--- src/common/sdb_pkg.sv ---
// Constants, register map and types of the shift, digit, BCD and bit unit
package sdb_pkg;
  // ==========================================================
  // Register byte addresses on the bus
  localparam logic [7:0] SDB_CTRL_OFS = 8'h00;
  localparam logic [7:0] SDB_DATA_OFS = 8'h04;
  localparam logic [7:0] SDB_ACC_OFS = 8'h08;
  localparam logic [7:0] SDB_MEM_OFS = 8'h0C;
  localparam logic [7:0] SDB_PSW_OFS = 8'h10;
  localparam logic [7:0] SDB_SADDR_OFS = 8'h14;
  localparam logic [7:0] SDB_SFR_OFS = 8'h18;
  localparam logic [7:0] SDB_XREG_OFS = 8'h1C;
  // ==========================================================
  // Command word fields
  localparam int SDB_OP_LSB = 0;
  localparam int SDB_CNT_LSB = 4;
  localparam int SDB_BIT_LSB = 8;
  localparam int SDB_NEG_BIT = 11;
  localparam int SDB_SEL_LSB = 12;
  localparam int SDB_DIR_BIT = 15;
  localparam int SDB_BUSY_BIT = 31;
  // ==========================================================
  // Status word flag positions
  localparam int SDB_PSW_Z = 6;
  localparam int SDB_PSW_AC = 4;
  localparam int SDB_PSW_CY = 0;
  // ==========================================================
  // Values after reset
  localparam logic [15:0] SDB_CTRL_RST = 16'h0000;
  localparam logic [15:0] SDB_DATA_RST = 16'h0000;
  localparam logic [7:0] SDB_BYTE_RST = 8'h00;
  localparam logic [2:0] SDB_CNT_RST = 3'h0;
  // ==========================================================
  // Decimal correction terms and digit limit
  localparam logic [7:0] SDB_FIX_LO = 8'h06;
  localparam logic [7:0] SDB_FIX_HI = 8'h60;
  localparam logic [7:0] SDB_FIX_BOTH = 8'h66;
  localparam logic [3:0] SDB_DIGIT_MAX = 4'h9;
  // ==========================================================
  // Operations
  typedef enum logic [3:0] {
    SDB_OP_NONE = 4'h0,
    SDB_OP_SHR = 4'h1,
    SDB_OP_SHL = 4'h2,
    SDB_OP_WORD_LOGICAL_RIGHT_SHIFT = 4'h3,
    SDB_OP_WORD_LOGICAL_LEFT_SHIFT = 4'h4,
    SDB_OP_NIBBLE_ROTATE_RIGHT = 4'h5,
    SDB_OP_NIBBLE_ROTATE_LEFT = 4'h6,
    SDB_OP_ADJA = 4'h7,
    SDB_OP_ADJS = 4'h8,
    SDB_OP_MOVB = 4'h9,
    SDB_OP_ANDB = 4'hA
  } sdb_op_t;
  // Bit operand sources
  typedef enum logic [2:0] {
    SDB_SEL_SADDR = 3'h0,
    SDB_SEL_SFR = 3'h1,
    SDB_SEL_ACC = 3'h2,
    SDB_SEL_X = 3'h3,
    SDB_SEL_PSW = 3'h4
  } sdb_sel_t;
  // Sequencer states, Gray coded
  typedef enum logic [1:0] {
    SDB_IDLE = 2'b00,
    SDB_STEP = 2'b01
  } sdb_state_t;
endpackage : sdb_pkg

--- src/logic/sdb_bcd_unit.sv ---
// Decimal adjustment and nibble rotation, purely combinational
`timescale 1ns/1ps
module sdb_bcd_unit import sdb_pkg::*; (
  input wire logic [7:0] accIn,
  input wire logic [7:0] memIn,
  input wire logic cyIn,
  input wire logic acIn,
  input wire logic subSel,
  output logic [7:0] adjAcc,
  output logic adjCy,
  output logic adjAc,
  output logic [7:0] rorAcc,
  output logic [7:0] rorMem,
  output logic [7:0] rolAcc,
  output logic [7:0] rolMem
);
  // ==========================================================
  // Digit rotations, upper accumulator nibble kept
  assign rorAcc = {accIn[7:4], memIn[3:0]};
  assign rorMem = {accIn[3:0], memIn[7:4]};
  assign rolAcc = {accIn[7:4], memIn[7:4]};
  assign rolMem = {memIn[3:0], accIn[3:0]};
  // ==========================================================
  // Decimal correction table
  always_comb begin
    logic [3:0] lo;
    logic [3:0] hi;
    lo = accIn[3:0];
    hi = accIn[7:4];
    adjAcc = accIn;
    adjCy = 1'b0;
    adjAc = 1'b0;
    if (subSel) begin
      // Borrow path: flags select the term
      if (!acIn && cyIn) begin
        adjAcc = accIn - SDB_FIX_HI;
        adjCy = 1'b1;
      end else if (acIn && !cyIn) begin
        adjAcc = accIn - SDB_FIX_LO;
        adjAc = 1'b1;
      end else if (acIn) begin
        adjAcc = accIn - SDB_FIX_BOTH;
        adjCy = 1'b1;
        adjAc = 1'b1;
      end
    end else if (!acIn && lo <= SDB_DIGIT_MAX) begin
      // Low digit valid
      if (hi > SDB_DIGIT_MAX || cyIn) begin
        adjAcc = accIn + SDB_FIX_HI;
        adjCy = 1'b1;
      end
    end else if (!acIn) begin
      // Low digit overflowed; strict limit on high digit
      if (hi < SDB_DIGIT_MAX && !cyIn) begin
        adjAcc = accIn + SDB_FIX_LO;
        adjAc = 1'b1;
      end else begin
        adjAcc = accIn + SDB_FIX_BOTH;
        adjCy = 1'b1;
        adjAc = 1'b1;
      end
    end else if (hi <= SDB_DIGIT_MAX && !cyIn) begin
      adjAcc = accIn + SDB_FIX_LO;
      adjAc = 1'b1;
    end else begin
      adjAcc = accIn + SDB_FIX_BOTH;
      adjCy = 1'b1;
      adjAc = 1'b1;
    end
  end
endmodule : sdb_bcd_unit

--- src/logic/sdb_bit_alu.sv ---
// Shift, digit rotate, decimal adjust and single-bit unit with bus slave
`timescale 1ns/1ps
module sdb_bit_alu import sdb_pkg::*; #(
  parameter int WORD_W = 16,
  parameter int CNT_W = 3
) (
  input wire logic sys_clk,
  input wire logic rstn,
  input wire logic wb_cyc_i,
  input wire logic wb_stb_i,
  input wire logic wb_we_i,
  input wire logic [7:0] wb_adr_i,
  input wire logic [3:0] wb_sel_i,
  input wire logic [31:0] wb_dat_i,
  output logic [31:0] wb_dat_o,
  output logic wb_ack_o,
  output logic busy
);
  // ==========================================================
  // Elaboration check
  if (WORD_W != 16 || CNT_W != 3) begin : g_badParam
    $error("sdb_bit_alu supports only a 16-bit word and 3-bit count");
  end

  // ==========================================================
  // Storage
  logic ackR; // Bus answer
  logic [31:0] datOR; // Read data
  logic [15:0] ctrlR; // Command word
  logic [WORD_W-1:0] dataR; // Shift operand
  logic [7:0] accR; // Accumulator
  logic [7:0] memR; // Memory byte
  logic [7:0] pswR; // Status word with flags
  logic [7:0] saddrR; // Short direct byte
  logic [7:0] sfrR; // Special function byte
  logic [7:0] xR; // X register
  logic [CNT_W-1:0] cntR; // Steps left
  sdb_state_t stateR; // Sequencer

  // ==========================================================
  // Bus decode
  logic access; // New request this edge
  logic wrOk; // Write accepted
  logic startP; // Command launch
  logic [31:0] wrMask; // Lane mask
  logic [31:0] ctrlIn; // Merged command
  logic [15:0] cmd; // Command in force

  assign access = wb_cyc_i & wb_stb_i & ~ackR;
  // Writes only land while idle so a running shift is never disturbed
  assign wrOk = access & wb_we_i & (stateR == SDB_IDLE);
  assign startP = wrOk & (wb_adr_i == SDB_CTRL_OFS) & wb_sel_i[0];

  // Byte lane expansion
  for (genvar i = 0; i < 4; i++) begin : g_lane
    assign wrMask[8*i+:8] = {8{wb_sel_i[i]}};
  end

  assign ctrlIn = ({16'h0000, ctrlR} & ~wrMask) | (wb_dat_i & wrMask);
  // Launch edge uses the new word, steps use the held one
  assign cmd = startP ? ctrlIn[15:0] : ctrlR;

  // ==========================================================
  // Command fields
  sdb_op_t op;
  sdb_sel_t sel;
  logic [CNT_W-1:0] cnt;
  logic [2:0] bitIdx;
  logic negate;
  logic toBit;

  assign op = sdb_op_t'(cmd[SDB_OP_LSB+:4]);
  assign cnt = cmd[SDB_CNT_LSB+:CNT_W];
  assign bitIdx = cmd[SDB_BIT_LSB+:3];
  assign negate = cmd[SDB_NEG_BIT];
  assign sel = sdb_sel_t'(cmd[SDB_SEL_LSB+:3]);
  assign toBit = cmd[SDB_DIR_BIT];

  // Operation classes
  logic isShift;
  logic isWord;
  logic isRight;
  assign isShift = (op == SDB_OP_SHR) || (op == SDB_OP_SHL) ||
                   (op == SDB_OP_WORD_LOGICAL_RIGHT_SHIFT) || (op == SDB_OP_WORD_LOGICAL_LEFT_SHIFT);
  assign isWord = (op == SDB_OP_WORD_LOGICAL_RIGHT_SHIFT) || (op == SDB_OP_WORD_LOGICAL_LEFT_SHIFT);
  assign isRight = (op == SDB_OP_SHR) || (op == SDB_OP_WORD_LOGICAL_RIGHT_SHIFT);

  // Sequencer events
  logic stepP; // One shift step this edge
  logic lastP; // Final step this edge
  assign stepP = (stateR == SDB_STEP);
  assign lastP = stepP && (cntR == CNT_W'(1));

  // ==========================================================
  // One shift step
  logic [WORD_W-1:0] stepData;
  logic stepOut;
  logic stepZero;

  always_comb begin
    stepData = dataR;
    stepOut = 1'b0;
    case (op)
      SDB_OP_SHR: begin
        stepData = {dataR[15:8], 1'b0, dataR[7:1]};
        stepOut = dataR[0];
      end
      SDB_OP_SHL: begin
        stepData = {dataR[15:8], dataR[6:0], 1'b0};
        stepOut = dataR[7];
      end
      SDB_OP_WORD_LOGICAL_RIGHT_SHIFT: begin
        stepData = {1'b0, dataR[15:1]};
        stepOut = dataR[0];
      end
      SDB_OP_WORD_LOGICAL_LEFT_SHIFT: begin
        stepData = {dataR[14:0], 1'b0};
        stepOut = dataR[15];
      end
      default: begin
        stepData = dataR;
        stepOut = 1'b0;
      end
    endcase
  end

  // Byte shifts judge zero on the low byte only
  assign stepZero = isWord ? (stepData == '0) : (stepData[7:0] == 8'h00);

  // ==========================================================
  // Bit operand selection
  logic [7:0] srcByte;
  logic srcBit;
  logic cyNow;

  always_comb begin
    case (sel)
      SDB_SEL_SADDR: srcByte = saddrR;
      SDB_SEL_SFR: srcByte = sfrR;
      SDB_SEL_ACC: srcByte = accR;
      SDB_SEL_X: srcByte = xR;
      SDB_SEL_PSW: srcByte = pswR;
      default: srcByte = 8'h00;
    endcase
  end

  assign srcBit = srcByte[bitIdx];
  assign cyNow = pswR[SDB_PSW_CY];

  // Bit command qualifiers
  logic bitMove;
  logic bitToCy;
  logic bitFromCy;
  logic bitAnd;
  assign bitMove = startP && (op == SDB_OP_MOVB);
  assign bitToCy = bitMove && !toBit;
  assign bitFromCy = bitMove && toBit;
  assign bitAnd = startP && (op == SDB_OP_ANDB);

  // ==========================================================
  // Decimal and digit datapath
  logic [7:0] adjAcc;
  logic adjCy;
  logic adjAc;
  logic [7:0] rorAcc;
  logic [7:0] rorMem;
  logic [7:0] rolAcc;
  logic [7:0] rolMem;

  sdb_bcd_unit u_bcd (
    .accIn(accR),
    .memIn(memR),
    .cyIn(pswR[SDB_PSW_CY]),
    .acIn(pswR[SDB_PSW_AC]),
    .subSel(op == SDB_OP_ADJS),
    .adjAcc(adjAcc),
    .adjCy(adjCy),
    .adjAc(adjAc),
    .rorAcc(rorAcc),
    .rorMem(rorMem),
    .rolAcc(rolAcc),
    .rolMem(rolMem)
  );

  // ==========================================================
  // Bus answer and read data
  // Ack one cycle after the request, dropped the next cycle
  always_ff @(posedge sys_clk or negedge rstn) begin
    if (!rstn) begin
      ackR <= 1'b0;
    end else begin
      ackR <= access;
    end
  end

  // Read mux registered; unmapped addresses read zero
  always_ff @(posedge sys_clk or negedge rstn) begin
    if (!rstn) begin
      datOR <= 32'h0000_0000;
    end else if (access) begin
      case (wb_adr_i)
        SDB_CTRL_OFS: datOR <= {(stateR != SDB_IDLE), 15'h0000, ctrlR};
        SDB_DATA_OFS: datOR <= {16'h0000, dataR};
        SDB_ACC_OFS: datOR <= {24'h00_0000, accR};
        SDB_MEM_OFS: datOR <= {24'h00_0000, memR};
        SDB_PSW_OFS: datOR <= {24'h00_0000, pswR};
        SDB_SADDR_OFS: datOR <= {24'h00_0000, saddrR};
        SDB_SFR_OFS: datOR <= {24'h00_0000, sfrR};
        SDB_XREG_OFS: datOR <= {24'h00_0000, xR};
        default: datOR <= 32'h0000_0000;
      endcase
    end
  end

  assign wb_ack_o = ackR;
  assign wb_dat_o = datOR;
  assign busy = (stateR != SDB_IDLE);

  // ==========================================================
  // Command register
  always_ff @(posedge sys_clk or negedge rstn) begin
    if (!rstn) begin
      ctrlR <= SDB_CTRL_RST;
    end else if (wrOk && wb_adr_i == SDB_CTRL_OFS) begin
      ctrlR <= ctrlIn[15:0];
    end
  end

  // ==========================================================
  // Shift sequencer: one position per cycle
  always_ff @(posedge sys_clk or negedge rstn) begin
    if (!rstn) begin
      stateR <= SDB_IDLE;
      cntR <= SDB_CNT_RST;
    end else begin
      case (stateR)
        SDB_IDLE: begin
          // Zero count never leaves idle
          if (startP && isShift && cnt != '0) begin
            stateR <= SDB_STEP;
            cntR <= cnt;
          end
        end
        SDB_STEP: begin
          cntR <= cntR - CNT_W'(1);
          if (cntR == CNT_W'(1)) begin
            stateR <= SDB_IDLE;
          end
        end
        default: begin
          stateR <= SDB_IDLE;
          cntR <= SDB_CNT_RST;
        end
      endcase
    end
  end

  // ==========================================================
  // Shift operand
  always_ff @(posedge sys_clk or negedge rstn) begin
    if (!rstn) begin
      dataR <= SDB_DATA_RST;
    end else if (stepP) begin
      dataR <= stepData;
    end else if (wrOk && wb_adr_i == SDB_DATA_OFS) begin
      dataR <= (dataR & ~wrMask[15:0]) | (wb_dat_i[15:0] & wrMask[15:0]);
    end
  end

  // ==========================================================
  // Accumulator and memory byte
  always_ff @(posedge sys_clk or negedge rstn) begin
    if (!rstn) begin
      accR <= SDB_BYTE_RST;
    end else if (startP && op == SDB_OP_NIBBLE_ROTATE_RIGHT) begin
      accR <= rorAcc;
    end else if (startP && op == SDB_OP_NIBBLE_ROTATE_LEFT) begin
      accR <= rolAcc;
    end else if (startP && (op == SDB_OP_ADJA || op == SDB_OP_ADJS)) begin
      accR <= adjAcc;
    end else if (bitFromCy && sel == SDB_SEL_ACC) begin
      accR[bitIdx] <= cyNow;
    end else if (wrOk && wb_adr_i == SDB_ACC_OFS && wb_sel_i[0]) begin
      accR <= wb_dat_i[7:0];
    end
  end

  always_ff @(posedge sys_clk or negedge rstn) begin
    if (!rstn) begin
      memR <= SDB_BYTE_RST;
    end else if (startP && op == SDB_OP_NIBBLE_ROTATE_RIGHT) begin
      memR <= rorMem;
    end else if (startP && op == SDB_OP_NIBBLE_ROTATE_LEFT) begin
      memR <= rolMem;
    end else if (wrOk && wb_adr_i == SDB_MEM_OFS && wb_sel_i[0]) begin
      memR <= wb_dat_i[7:0];
    end
  end

  // ==========================================================
  // Plain bit targets
  always_ff @(posedge sys_clk or negedge rstn) begin
    if (!rstn) begin
      saddrR <= SDB_BYTE_RST;
      sfrR <= SDB_BYTE_RST;
      xR <= SDB_BYTE_RST;
    end else if (bitFromCy) begin
      // Carry copied out to the chosen bit
      case (sel)
        SDB_SEL_SADDR: saddrR[bitIdx] <= cyNow;
        SDB_SEL_SFR: sfrR[bitIdx] <= cyNow;
        SDB_SEL_X: xR[bitIdx] <= cyNow;
        default: xR <= xR;
      endcase
    end else if (wrOk && wb_sel_i[0]) begin
      if (wb_adr_i == SDB_SADDR_OFS) begin
        saddrR <= wb_dat_i[7:0];
      end
      if (wb_adr_i == SDB_SFR_OFS) begin
        sfrR <= wb_dat_i[7:0];
      end
      if (wb_adr_i == SDB_XREG_OFS) begin
        xR <= wb_dat_i[7:0];
      end
    end
  end

  // ==========================================================
  // Status word and flags
  // Rotations and non-flag bit writes fall through untouched
  always_ff @(posedge sys_clk or negedge rstn) begin
    if (!rstn) begin
      pswR <= SDB_BYTE_RST;
    end else if (lastP) begin
      pswR[SDB_PSW_Z] <= stepZero;
      pswR[SDB_PSW_AC] <= 1'b0;
      pswR[SDB_PSW_CY] <= stepOut;
    end else if (startP && (op == SDB_OP_ADJA || op == SDB_OP_ADJS)) begin
      pswR[SDB_PSW_Z] <= (adjAcc == 8'h00);
      pswR[SDB_PSW_AC] <= adjAc;
      pswR[SDB_PSW_CY] <= adjCy;
    end else if (bitToCy) begin
      pswR[SDB_PSW_CY] <= srcBit;
    end else if (bitFromCy && sel == SDB_SEL_PSW) begin
      pswR[bitIdx] <= cyNow;
    end else if (bitAnd) begin
      pswR[SDB_PSW_CY] <= cyNow & (srcBit ^ negate);
    end else if (wrOk && wb_adr_i == SDB_PSW_OFS && wb_sel_i[0]) begin
      pswR <= wb_dat_i[7:0];
    end
  end

  // ==========================================================
  // Checks
  a_count_zero: assert property (@(posedge sys_clk) disable iff (!rstn)
    (startP && isShift && cnt == '0) |=> $stable(pswR) && $stable(dataR)
    && stateR == SDB_IDLE)
    else $error("zero count changed state");

  a_shift_ac: assert property (@(posedge sys_clk) disable iff (!rstn)
    lastP |=> !pswR[SDB_PSW_AC])
    else $error("half-carry not cleared by shift");

  a_shift_zero: assert property (@(posedge sys_clk) disable iff (!rstn)
    (lastP && isWord) |=> pswR[SDB_PSW_Z] == (dataR == '0))
    else $error("zero flag wrong after word shift");

  a_shr_fill: assert property (@(posedge sys_clk) disable iff (!rstn)
    (stepP && op == SDB_OP_SHR) |=> !dataR[7])
    else $error("byte right shift filled a one");

  a_word_logical_right_shift_fill: assert property (@(posedge sys_clk) disable iff (!rstn)
    (stepP && op == SDB_OP_WORD_LOGICAL_RIGHT_SHIFT) |=> !dataR[15])
    else $error("word right shift filled a one");

  a_left_fill: assert property (@(posedge sys_clk) disable iff (!rstn)
    (stepP && !isRight) |=> !dataR[0])
    else $error("left shift filled a one");

  a_right_carry: assert property (@(posedge sys_clk) disable iff (!rstn)
    (lastP && isRight) |=> pswR[SDB_PSW_CY] == $past(dataR[0]))
    else $error("right shift carry wrong");

  a_left_carry: assert property (@(posedge sys_clk) disable iff (!rstn)
    (lastP && op == SDB_OP_WORD_LOGICAL_LEFT_SHIFT) |=> pswR[SDB_PSW_CY] == $past(dataR[15]))
    else $error("word left shift carry wrong");

  a_step_count: assert property (@(posedge sys_clk) disable iff (!rstn)
    (startP && isShift && cnt == CNT_W'(3)) |=> stepP [*3] ##1 !stepP)
    else $error("shift step count wrong");

  a_rot_upper: assert property (@(posedge sys_clk) disable iff (!rstn)
    (startP && (op == SDB_OP_NIBBLE_ROTATE_RIGHT || op == SDB_OP_NIBBLE_ROTATE_LEFT))
    |=> accR[7:4] == $past(accR[7:4]) && $stable(pswR))
    else $error("digit rotation disturbed accumulator or flags");

  a_adj_zero: assert property (@(posedge sys_clk) disable iff (!rstn)
    (startP && (op == SDB_OP_ADJA || op == SDB_OP_ADJS))
    |=> pswR[SDB_PSW_Z] == (accR == 8'h00))
    else $error("zero flag wrong after decimal adjust");

  a_bit_keep: assert property (@(posedge sys_clk) disable iff (!rstn)
    (bitFromCy && sel != SDB_SEL_PSW) |=> $stable(pswR))
    else $error("plain bit write touched flags");
endmodule : sdb_bit_alu

--- config.mk ---
export PLATFORM = sky130hd
export DESIGN_NAME = sdb_bit_alu
export DESIGN_NICKNAME = d
export VERILOG_FILES = /design/src/common/sdb_pkg.sv /design/src/logic/sdb_bcd_unit.sv /design/src/logic/sdb_bit_alu.sv
export SDC_FILE = /design/constraint.sdc
export NUM_CORES = 1
export LEC_CHECK = 0
export BUFFER_PORTS_ARGS = -buffer_cell sky130_fd_sc_hd__clkbuf_2
export CAP_MARGIN = 30
export CORE_ASPECT_RATIO = 0.5
export CORE_MARGIN = 5
export CORE_UTILIZATION = 50
export DETAILED_ROUTE_END_ITERATION = 16
export GPL_ROUTABILITY_DRIVEN = 0
export PLACE_DENSITY_LB_ADDON = 0.3
export SETUP_SLACK_MARGIN = 0.15
export SLEW_MARGIN = 10
export SYNTH_ARGS = -nofsm -noshare
export SYNTH_HDL_FRONTEND = slang
export SYNTH_HIERARCHICAL = 1
export SYNTH_SLANG_ARGS = --single-unit
--- constraint.sdc ---
create_clock -name sys_clk -period 4.6 [get_ports sys_clk]
set_input_delay 0.46 -clock sys_clk [delete_from_list [all_inputs] [get_ports sys_clk]]
set_output_delay 0.46 -clock sys_clk [all_outputs]
set_load 0.01 [all_outputs]
==> flow_summary.json, run 1 <==
{
  "status": "finished, final reports clean",
  "routed_wl_mm": 25.4,
  "synth_cells": 931,
  "hold_path.class": "in -> reg",
  "fin_setup_tns_ns": 0,
  "grt_pass1_vias": 7063,
  "synthAdderAreaFrac_pct": 1.12,
  "synth.area.mux_share_pct": 6.04,
  "seq_area_frac_synth_pct": 32.8,
  "clock_tree.root_cell": "clkbuf_16",
  "period_minus_slack_ns": 3.89,
  "maxSlewViolCount": 0,
  "multi_input_area_um2": 4580,
  "place_ws_ns": 0.678,
  "setup_ws_ns": 0.708,
  "cts_sinks": 102,
  "cts_tree": "yes",
  "core_um2": 15300,
  "grt_overflow": 0,
  "io_buffers": 49,
  "critPathLaunchType": "flip-flop",
  "final_nets": 983,
  "cp-end-kind": "flip-flop",
  "drive_gt1_share_pct": 14.3,
  "num_antenna_cells": 0,
  "worstPathMaxFanout": 18,
  "synth-simple-area-share_pct": 20.2,
  "drc": 0,
  "tightestPinTransition_ns": 0.934,
  "synth_edf_count": 0,
  "leakagePower_nw": 3.69,
  "netlist_area_um2": 7790,
  "ios": 83,
  "synth_top_cell_by_area": "dfrtp_1",
  "pwr_density_cell_nw_per_um2": 226,
  "clock_latency_ns": 0.36,
  "fp.dieW_um": 186,
  "clockBufferDepth": 2,
  "max-slew-margin-rel_pct": 37.5,
  "yosys.area.top_type_share_pct": 32.8,
  "synth-compound-area-share_pct": 29.6,
  "n_fill_cell": 1443,
  "skew_ns": 0.0129,
  "final-seq-area_um2": 2550,
  "r2r_setup_slack_ns": 0.71,
  "synth_top_cells_by_area": "dfrtp_1 33%, a21oi_1 6.2%, nand2_1 6.0%, buf_4 5.1%, a22oi_1 4.0%",
  "ys_warn_count": 6,
  "max_clock_freq_ghz": 0.257,
  "arrival_ns": 4.17,
  "dr.pass1.iters": 9,
  "synth_top_family_by_area": "compound AO/OA/AOI/OAI gates",
  "antenna_found_initial": 0,
  "async_flop_share_pct": 100,
  "cts.clk_slew.worst_paths_ns": 0.08,
  "synth_flop_cell": "dfrtp_1",
  "fin_cells": 1136,
  "critPathKind": "reg -> reg",
  "synth.distinct_cells": 82,
  "synth-seq-cells": 102,
  "cap_violations": 0,
  "finalSetupViolations": 0,
  "peakVddDrop_v": 0.000171,
  "min_period_over_period_pct": 84.6,
  "cts-htree-levels": 3,
  "syn_area_per_cell_um2": 8.36,
  "wl_per_cell_um": 22.4,
  "via_count": 7666,
  "avgViaCountPerCell": 6.75,
  "rows": 32,
  "grt_pass1_wl_mm": 39.9,
  "worstPathRequired_ns": 4.87,
  "dieArea_um2": 18300,
  "place_hpwl_mm": 18.5,
  "drt_iter0_markers": 1041,
  "drtAntennaViolNets": 0,
  "grt_util_all_layers_pct": 26.8,
  "areaGrowthSynthToFinish_pct": 5.69,
  "finalHoldViolations": 0,
  "initial_core_util_pct": 50.8,
  "grt_max_degree": 71,
  "dieHeight_um": 98.2,
  "rsz0062_at_grt": "no",
  "synthXorXnorAreaFrac_pct": 1.01,
  "cts_buffers": 9,
  "place_inst": 1118
}
layout by cell type (no fill, tap or decap), types with 15 or more instances in the layout:
cell type,n
nand2_1,125
dfrtp_1,102
a21oi_1,96
nor2_1,64
clkbuf_2,48
a22oi_1,41
o21ai_0,33
buf_4,26
mux2i_1,25
nor3_1,21
a22o_1,21
nand3_1,20
a21o_1,20
mux2_2,15
conb_1,15
routing by layer:
layer / GRT usage (%) / wire length, um
met3: 7.29 / 3300
met1: 38.6 / 10800
met4: 9.40 / 887
met2: 39.0 / 10500
met5: 0 / 0
cells in the mapped netlist, types with 4 or more instances:
| cell | number |
|---|---|
| buf_6 | 6 |
| o211ai_1 | 10 |
| a221o_1 | 4 |
| o21ai_1 | 14 |
| xor2_1 | 4 |
| nand2b_1 | 12 |
| dfrtp_1 | 102 |
| or2_1 | 4 |
| nor2_1 | 64 |
| mux2_2 | 15 |
| nand4_1 | 7 |
| mux2i_1 | 25 |
| and4_1 | 4 |
| nor3b_1 | 5 |
| inv_1 | 13 |
| buf_2 | 8 |
| a22o_1 | 21 |
| o21ai_0 | 33 |
| nor4b_1 | 6 |
| a21o_1 | 20 |
| and3_1 | 7 |
| buf_4 | 53 |
| nand3_1 | 20 |
| a211oi_1 | 8 |
| o31ai_1 | 8 |
| o21a_1 | 4 |
| a22oi_1 | 41 |
| o2111ai_1 | 5 |
| a221oi_1 | 14 |
| buf_1 | 4 |
| and2_1 | 4 |
| nor3_1 | 21 |
| ha_1 | 7 |
| nand2_1 | 125 |
| o22ai_1 | 9 |
| xnor2_1 | 5 |
| or3_1 | 4 |
| clkbuf_1 | 34 |
| a21oi_1 | 96 |
| nor4_1 | 5 |
| a31oi_1 | 14 |
final cells by class:
| cell class | instances | share of cell area (%) |
|---|---|---|
| Tap cell | 204 | 3.10 |
| Clock buffer | 9 | 2.74 |
| Sequential cell | 102 | 31.0 |
| Clock inverter | 7 | 0.943 |
| Inverter | 17 | 0.836 |
| Timing Repair Buffer | 76 | 5.75 |
| Multi-Input combinational cell | 721 | 55.6 |
kinds of logic after synthesis:
group / count (synthesis)
xor+xnor: 9
flops: 102
simple gates: 313
other cells: 1
compound gates: 333
buf+inv: 122
fa+ha+maj: 7
mux: 44
path summary, 6_finish.rpt:
path,from,end,cells past startpoint
max,wb_ack_o,pswR[6],17
min,wb_dat_i[11],ctrlR[11],2
max reg2reg,wb_ack_o,pswR[6],17
min reg2reg,wb_dat_o[12],wb_dat_o[12],2
max in group asynchronous,rstn,async pin,3
min in group asynchronous,rstn,wb_dat_o[12],2
where the power goes:
part	total [mW]	leakage [nW]	internal, mW	switching (mW)
sequential	0.916	1.40	0.903	0.0125
clock	0.794	0.153	0.430	0.363
combinational	0.147	2.13	0.0432	0.104
total	1.86	3.69	1.38	0.480
what timing repair did:
item,CTS,global route
resized for setup,0,0
hold buffers,0,1
hold endpoints to repair,0,6
setup buffers,0,0
endpoints found under the setup margin,0,0
critical path, cell delays in order (launching register included):
cell and delay (ns):
dfrtp_1 0.38, nand3b_4 0.32, inv_2 0.22, and4_1 0.50, nand2_2 0.15, nor2_1 0.12
a31oi_1 0.05, nor3_1 0.19, buf_4 0.26, nor3_1 0.09, a311oi_2 0.26, or3b_1 0.43
nor4_1 0.21, and3_1 0.24, a31oi_1 0.07, nor3_1 0.14, a21oi_1 0.09, o21ai_1 0.09
metrics by stage:
stage	power [mW]	cell area [um2]	util, %	hold WS [ns]
final	1.86	8230	53.7	0.375
after floorplan	1.01	7840	-	0.164
after CTS	1.86	8190	53.4	0.269
after global routing	1.92	8230	53.7	0.372
after detailed placement	1.07	7890	51.4	0.456
after global placement	1.07	7890	51.4	0.450
Note: power is estimated with default switching activity, not from simulation.
==> run 2, diff against run 1 <==
--- a/config.mk
+++ b/config.mk
@@ -5,6 +5,7 @@
 export SDC_FILE = /design/constraint.sdc
 export NUM_CORES = 1
 export LEC_CHECK = 0
+export ABC_AREA = 1
 export BUFFER_PORTS_ARGS = -buffer_cell sky130_fd_sc_hd__clkbuf_2
 export CAP_MARGIN = 30
 export CORE_ASPECT_RATIO = 0.5
==> constraint.sdc (replaced) <==
create_clock -name sys_clk -period 3.4 [get_ports sys_clk]
set_input_delay 0.34 -clock sys_clk [delete_from_list [all_inputs] [get_ports sys_clk]]
set_output_delay 0.34 -clock sys_clk [all_outputs]
set_load 0.01 [all_outputs]
==> flow_summary.json, run 2 <==
{
  "io_buffers": 49,
  "synth.distinct_cells": 67,
  "place_hpwl_mm": 20.1,
  "synthAdderAreaFrac_pct": 1.09,
  "synth-compound-area-share_pct": 21.5,
  "tightestPinTransition_ns": 0.857,
  "core_um2": 15600,
  "cts_sinks": 102,
  "period_minus_slack_ns": 3.18,
  "final_nets": 1253,
  "grt_util_all_layers_pct": 27.7,
  "worstPathRequired_ns": 3.69,
  "avgViaCountPerCell": 6.05,
  "routed_wl_mm": 26.3,
  "finalSetupViolations": 0,
  "async_flop_share_pct": 100,
  "antenna_found_initial": 0,
  "seq_area_frac_synth_pct": 31.6,
  "syn_area_per_cell_um2": 6.97,
  "synth_edf_count": 0,
  "netlist_area_um2": 8070,
  "final_common_cell": "nand2_1",
  "dieHeight_um": 99.8,
  "cp-end-kind": "flip-flop",
  "clock_latency_ns": 0.36,
  "critPathKind": "reg -> reg",
  "maxSlewViolCount": 0,
  "synth_most_common_cell": "nand2_1",
  "grt_max_degree": 66,
  "synthXorXnorAreaFrac_pct": 0.977,
  "dieArea_um2": 18900,
  "finalHoldViolations": 0,
  "yosys.area.top_type_share_pct": 31.6,
  "synth_common_cells": "272 x nand2_1, 147 x inv_1, 102 x dfrtp_1",
  "areaGrowthSynthToFinish_pct": 8.53,
  "clockBufferDepth": 2,
  "fp.dieW_um": 190,
  "synth.area.mux_share_pct": 0.822,
  "num_antenna_cells": 0,
  "rsz0062_at_grt": "no",
  "synth_flop_cell": "dfrtp_1",
  "min_period_over_period_pct": 93.5,
  "cap_violations": 0,
  "n_fill_cell": 1508,
  "skew_ns": 0.0113,
  "final-seq-area_um2": 2550,
  "synth_top_family_by_area": "simple AND/OR/NAND/NOR gates",
  "synth_cells": 1157,
  "ios": 83,
  "worstPathMaxFanout": 13,
  "grt_pass1_wl_mm": 42.0,
  "final_cell_mix": "271 x nand2_1, 146 x inv_1, 102 x dfrtp_1",
  "drtAntennaViolNets": 0,
  "dr.pass1.iters": 7,
  "drc": 0,
  "arrival_ns": 3.47,
  "drive_gt1_share_pct": 16.6,
  "fin_setup_tns_ns": 0,
  "pwr_density_cell_nw_per_um2": 287,
  "status": "finished, final reports clean",
  "cts_buffers": 9,
  "hold_buffers": 0,
  "initial_core_util_pct": 51.7,
  "max-slew-margin-rel_pct": 42.9,
  "rows": 32,
  "cts.clk_slew.worst_paths_ns": 0.08,
  "clock_tree.root_cell": "clkbuf_16",
  "synth_top_cell_by_area": "dfrtp_1",
  "cts-htree-levels": 3,
  "grt_overflow": 0,
  "critPathLaunchType": "flip-flop",
  "hold_path.class": "in -> async",
  "via_count": 8503,
  "multi_input_area_um2": 4430,
  "wl_per_cell_um": 18.7,
  "peakVddDrop_v": 0.000206,
  "ys_warn_count": 6,
  "drt_iter0_markers": 1319,
  "synth_top_cells_by_area": "dfrtp_1 32%, nand2_1 13%, inv_1 6.8%, o21ai_0 5.5%, buf_4 4.8%",
  "synth-seq-cells": 102,
  "holdWs_ns": 0.0733,
  "max_clock_freq_ghz": 0.314,
  "leakagePower_nw": 4.28,
  "synth-simple-area-share_pct": 29.4,
  "cts_tree": "yes",
  "grt_pass1_vias": 7912
}
## run 2: changes by cell type after synthesis, moves of 23 or more
cell,delta
a21oi_1,-54
o21ai_0,+56
inv_2,+29
a22oi_1,-40
o221ai_1,+30
clkbuf_1,-23
nand3_1,+52
inv_1,+134
mux2i_1,-24
nand2_1,+147
## run 2: cells by family after synthesis
| family | count (synthesis) |
|---|---|
| xor+xnor | 9 |
| buf+inv | 254 |
| compound gates | 269 |
| simple gates | 509 |
| fa+ha+maj | 7 |
| mux | 6 |
| flops | 102 |
| other cells | 1 |
## run 2: where the power goes
| part | switching [mW] | internal (mW) | total, mW |
|---|---|---|---|
| clock network | 0.536 | 0.520 | 1.06 |
| logic | 0.160 | 0.0640 | 0.224 |
| registers | 0.0113 | 1.22 | 1.23 |
| total | 0.707 | 1.81 | 2.51 |
## run 2: per-stage QoR
stage / instance area (um2) / total power, mW / cells / setup slack [ns] / utilization, %
global placement: 8390 / 1.47 / 1384 / 0.216 / 53.7
detailed placement: 8390 / 1.47 / 1384 / 0.202 / 53.7
finish: 8750 / 2.51 / 1406 / 0.220 / 56.1
floorplan: 8120 / 1.39 / 1171 / 0.726 / -
CTS: 8680 / 2.51 / 1400 / 0.239 / 55.6
global route: 8750 / 2.60 / 1406 / 0.117 / 56.1
## run 2: repair_timing
| action | CTS | global route |
|---|---|---|
| setup endpoints to repair | 0 | 30 |
| hold endpoints to repair | 0 | 0 |
| gates resized for setup | 0 | 6 |
| setup buffers | 0 | 6 |
## run 2: worst max-delay path, stage by stage (launching register included)
cell,delay [ns]
dfrtp_1,0.39
inv_2,0.08
nand2_2,0.09
inv_2,0.07
nand2_2,0.08
nor2_8,0.12
nand2_8,0.11
clkinv_2,0.07
buf_4,0.21
o22ai_1,0.10
buf_4,0.17
inv_1,0.14
nand2_1,0.10
nor2_1,0.47
nand2_1,0.18
a31oi_1,0.46
o21ai_0,0.17
inv_1,0.07
## run 2: path summary, 6_finish.rpt
check | start | slack, ns | cells past startpoint | endpoint
min | rstn | 0.07 | 1 | cntR[2]
min in group sys_clk | wb_stb_i | 0.26 | 3 | wb_ack_o
max in group asynchronous | rstn | 2.61 | 2 | sfrR[3]
max | stateR[0] | 0.22 | 17 | sfrR[0]
min reg2reg | wb_dat_o[7] | 0.49 | 2 | wb_dat_o[7]
max reg2reg | stateR[0] | 0.22 | 17 | sfrR[0]
## run 2: per-layer routing
metal | wire, um | GRT usage [%] | share of wire, % | vias up
met2 | 11000 | 41.5 | 42 | 565
met1 | 11000 | 39.5 | 42 | 3940
li1 | - | - | - | 3908
met3 | 3240 | 6.60 | 12 | 90
met4 | 988 | 9.83 | 3.8 | 0
met5 | 0 | 0 | 0 | -
## run 2: cell type report
| type | instances | share of cell area, % |
|---|---|---|
| clock inverter | 6 | 0.657 |
| timing repair buffer | 88 | 6.32 |
| sequential | 102 | 29.2 |
| inverter | 181 | 7.77 |
| clock buffer | 10 | 2.62 |
| tap | 204 | 2.92 |
| multi-input combinational | 815 | 50.6 |
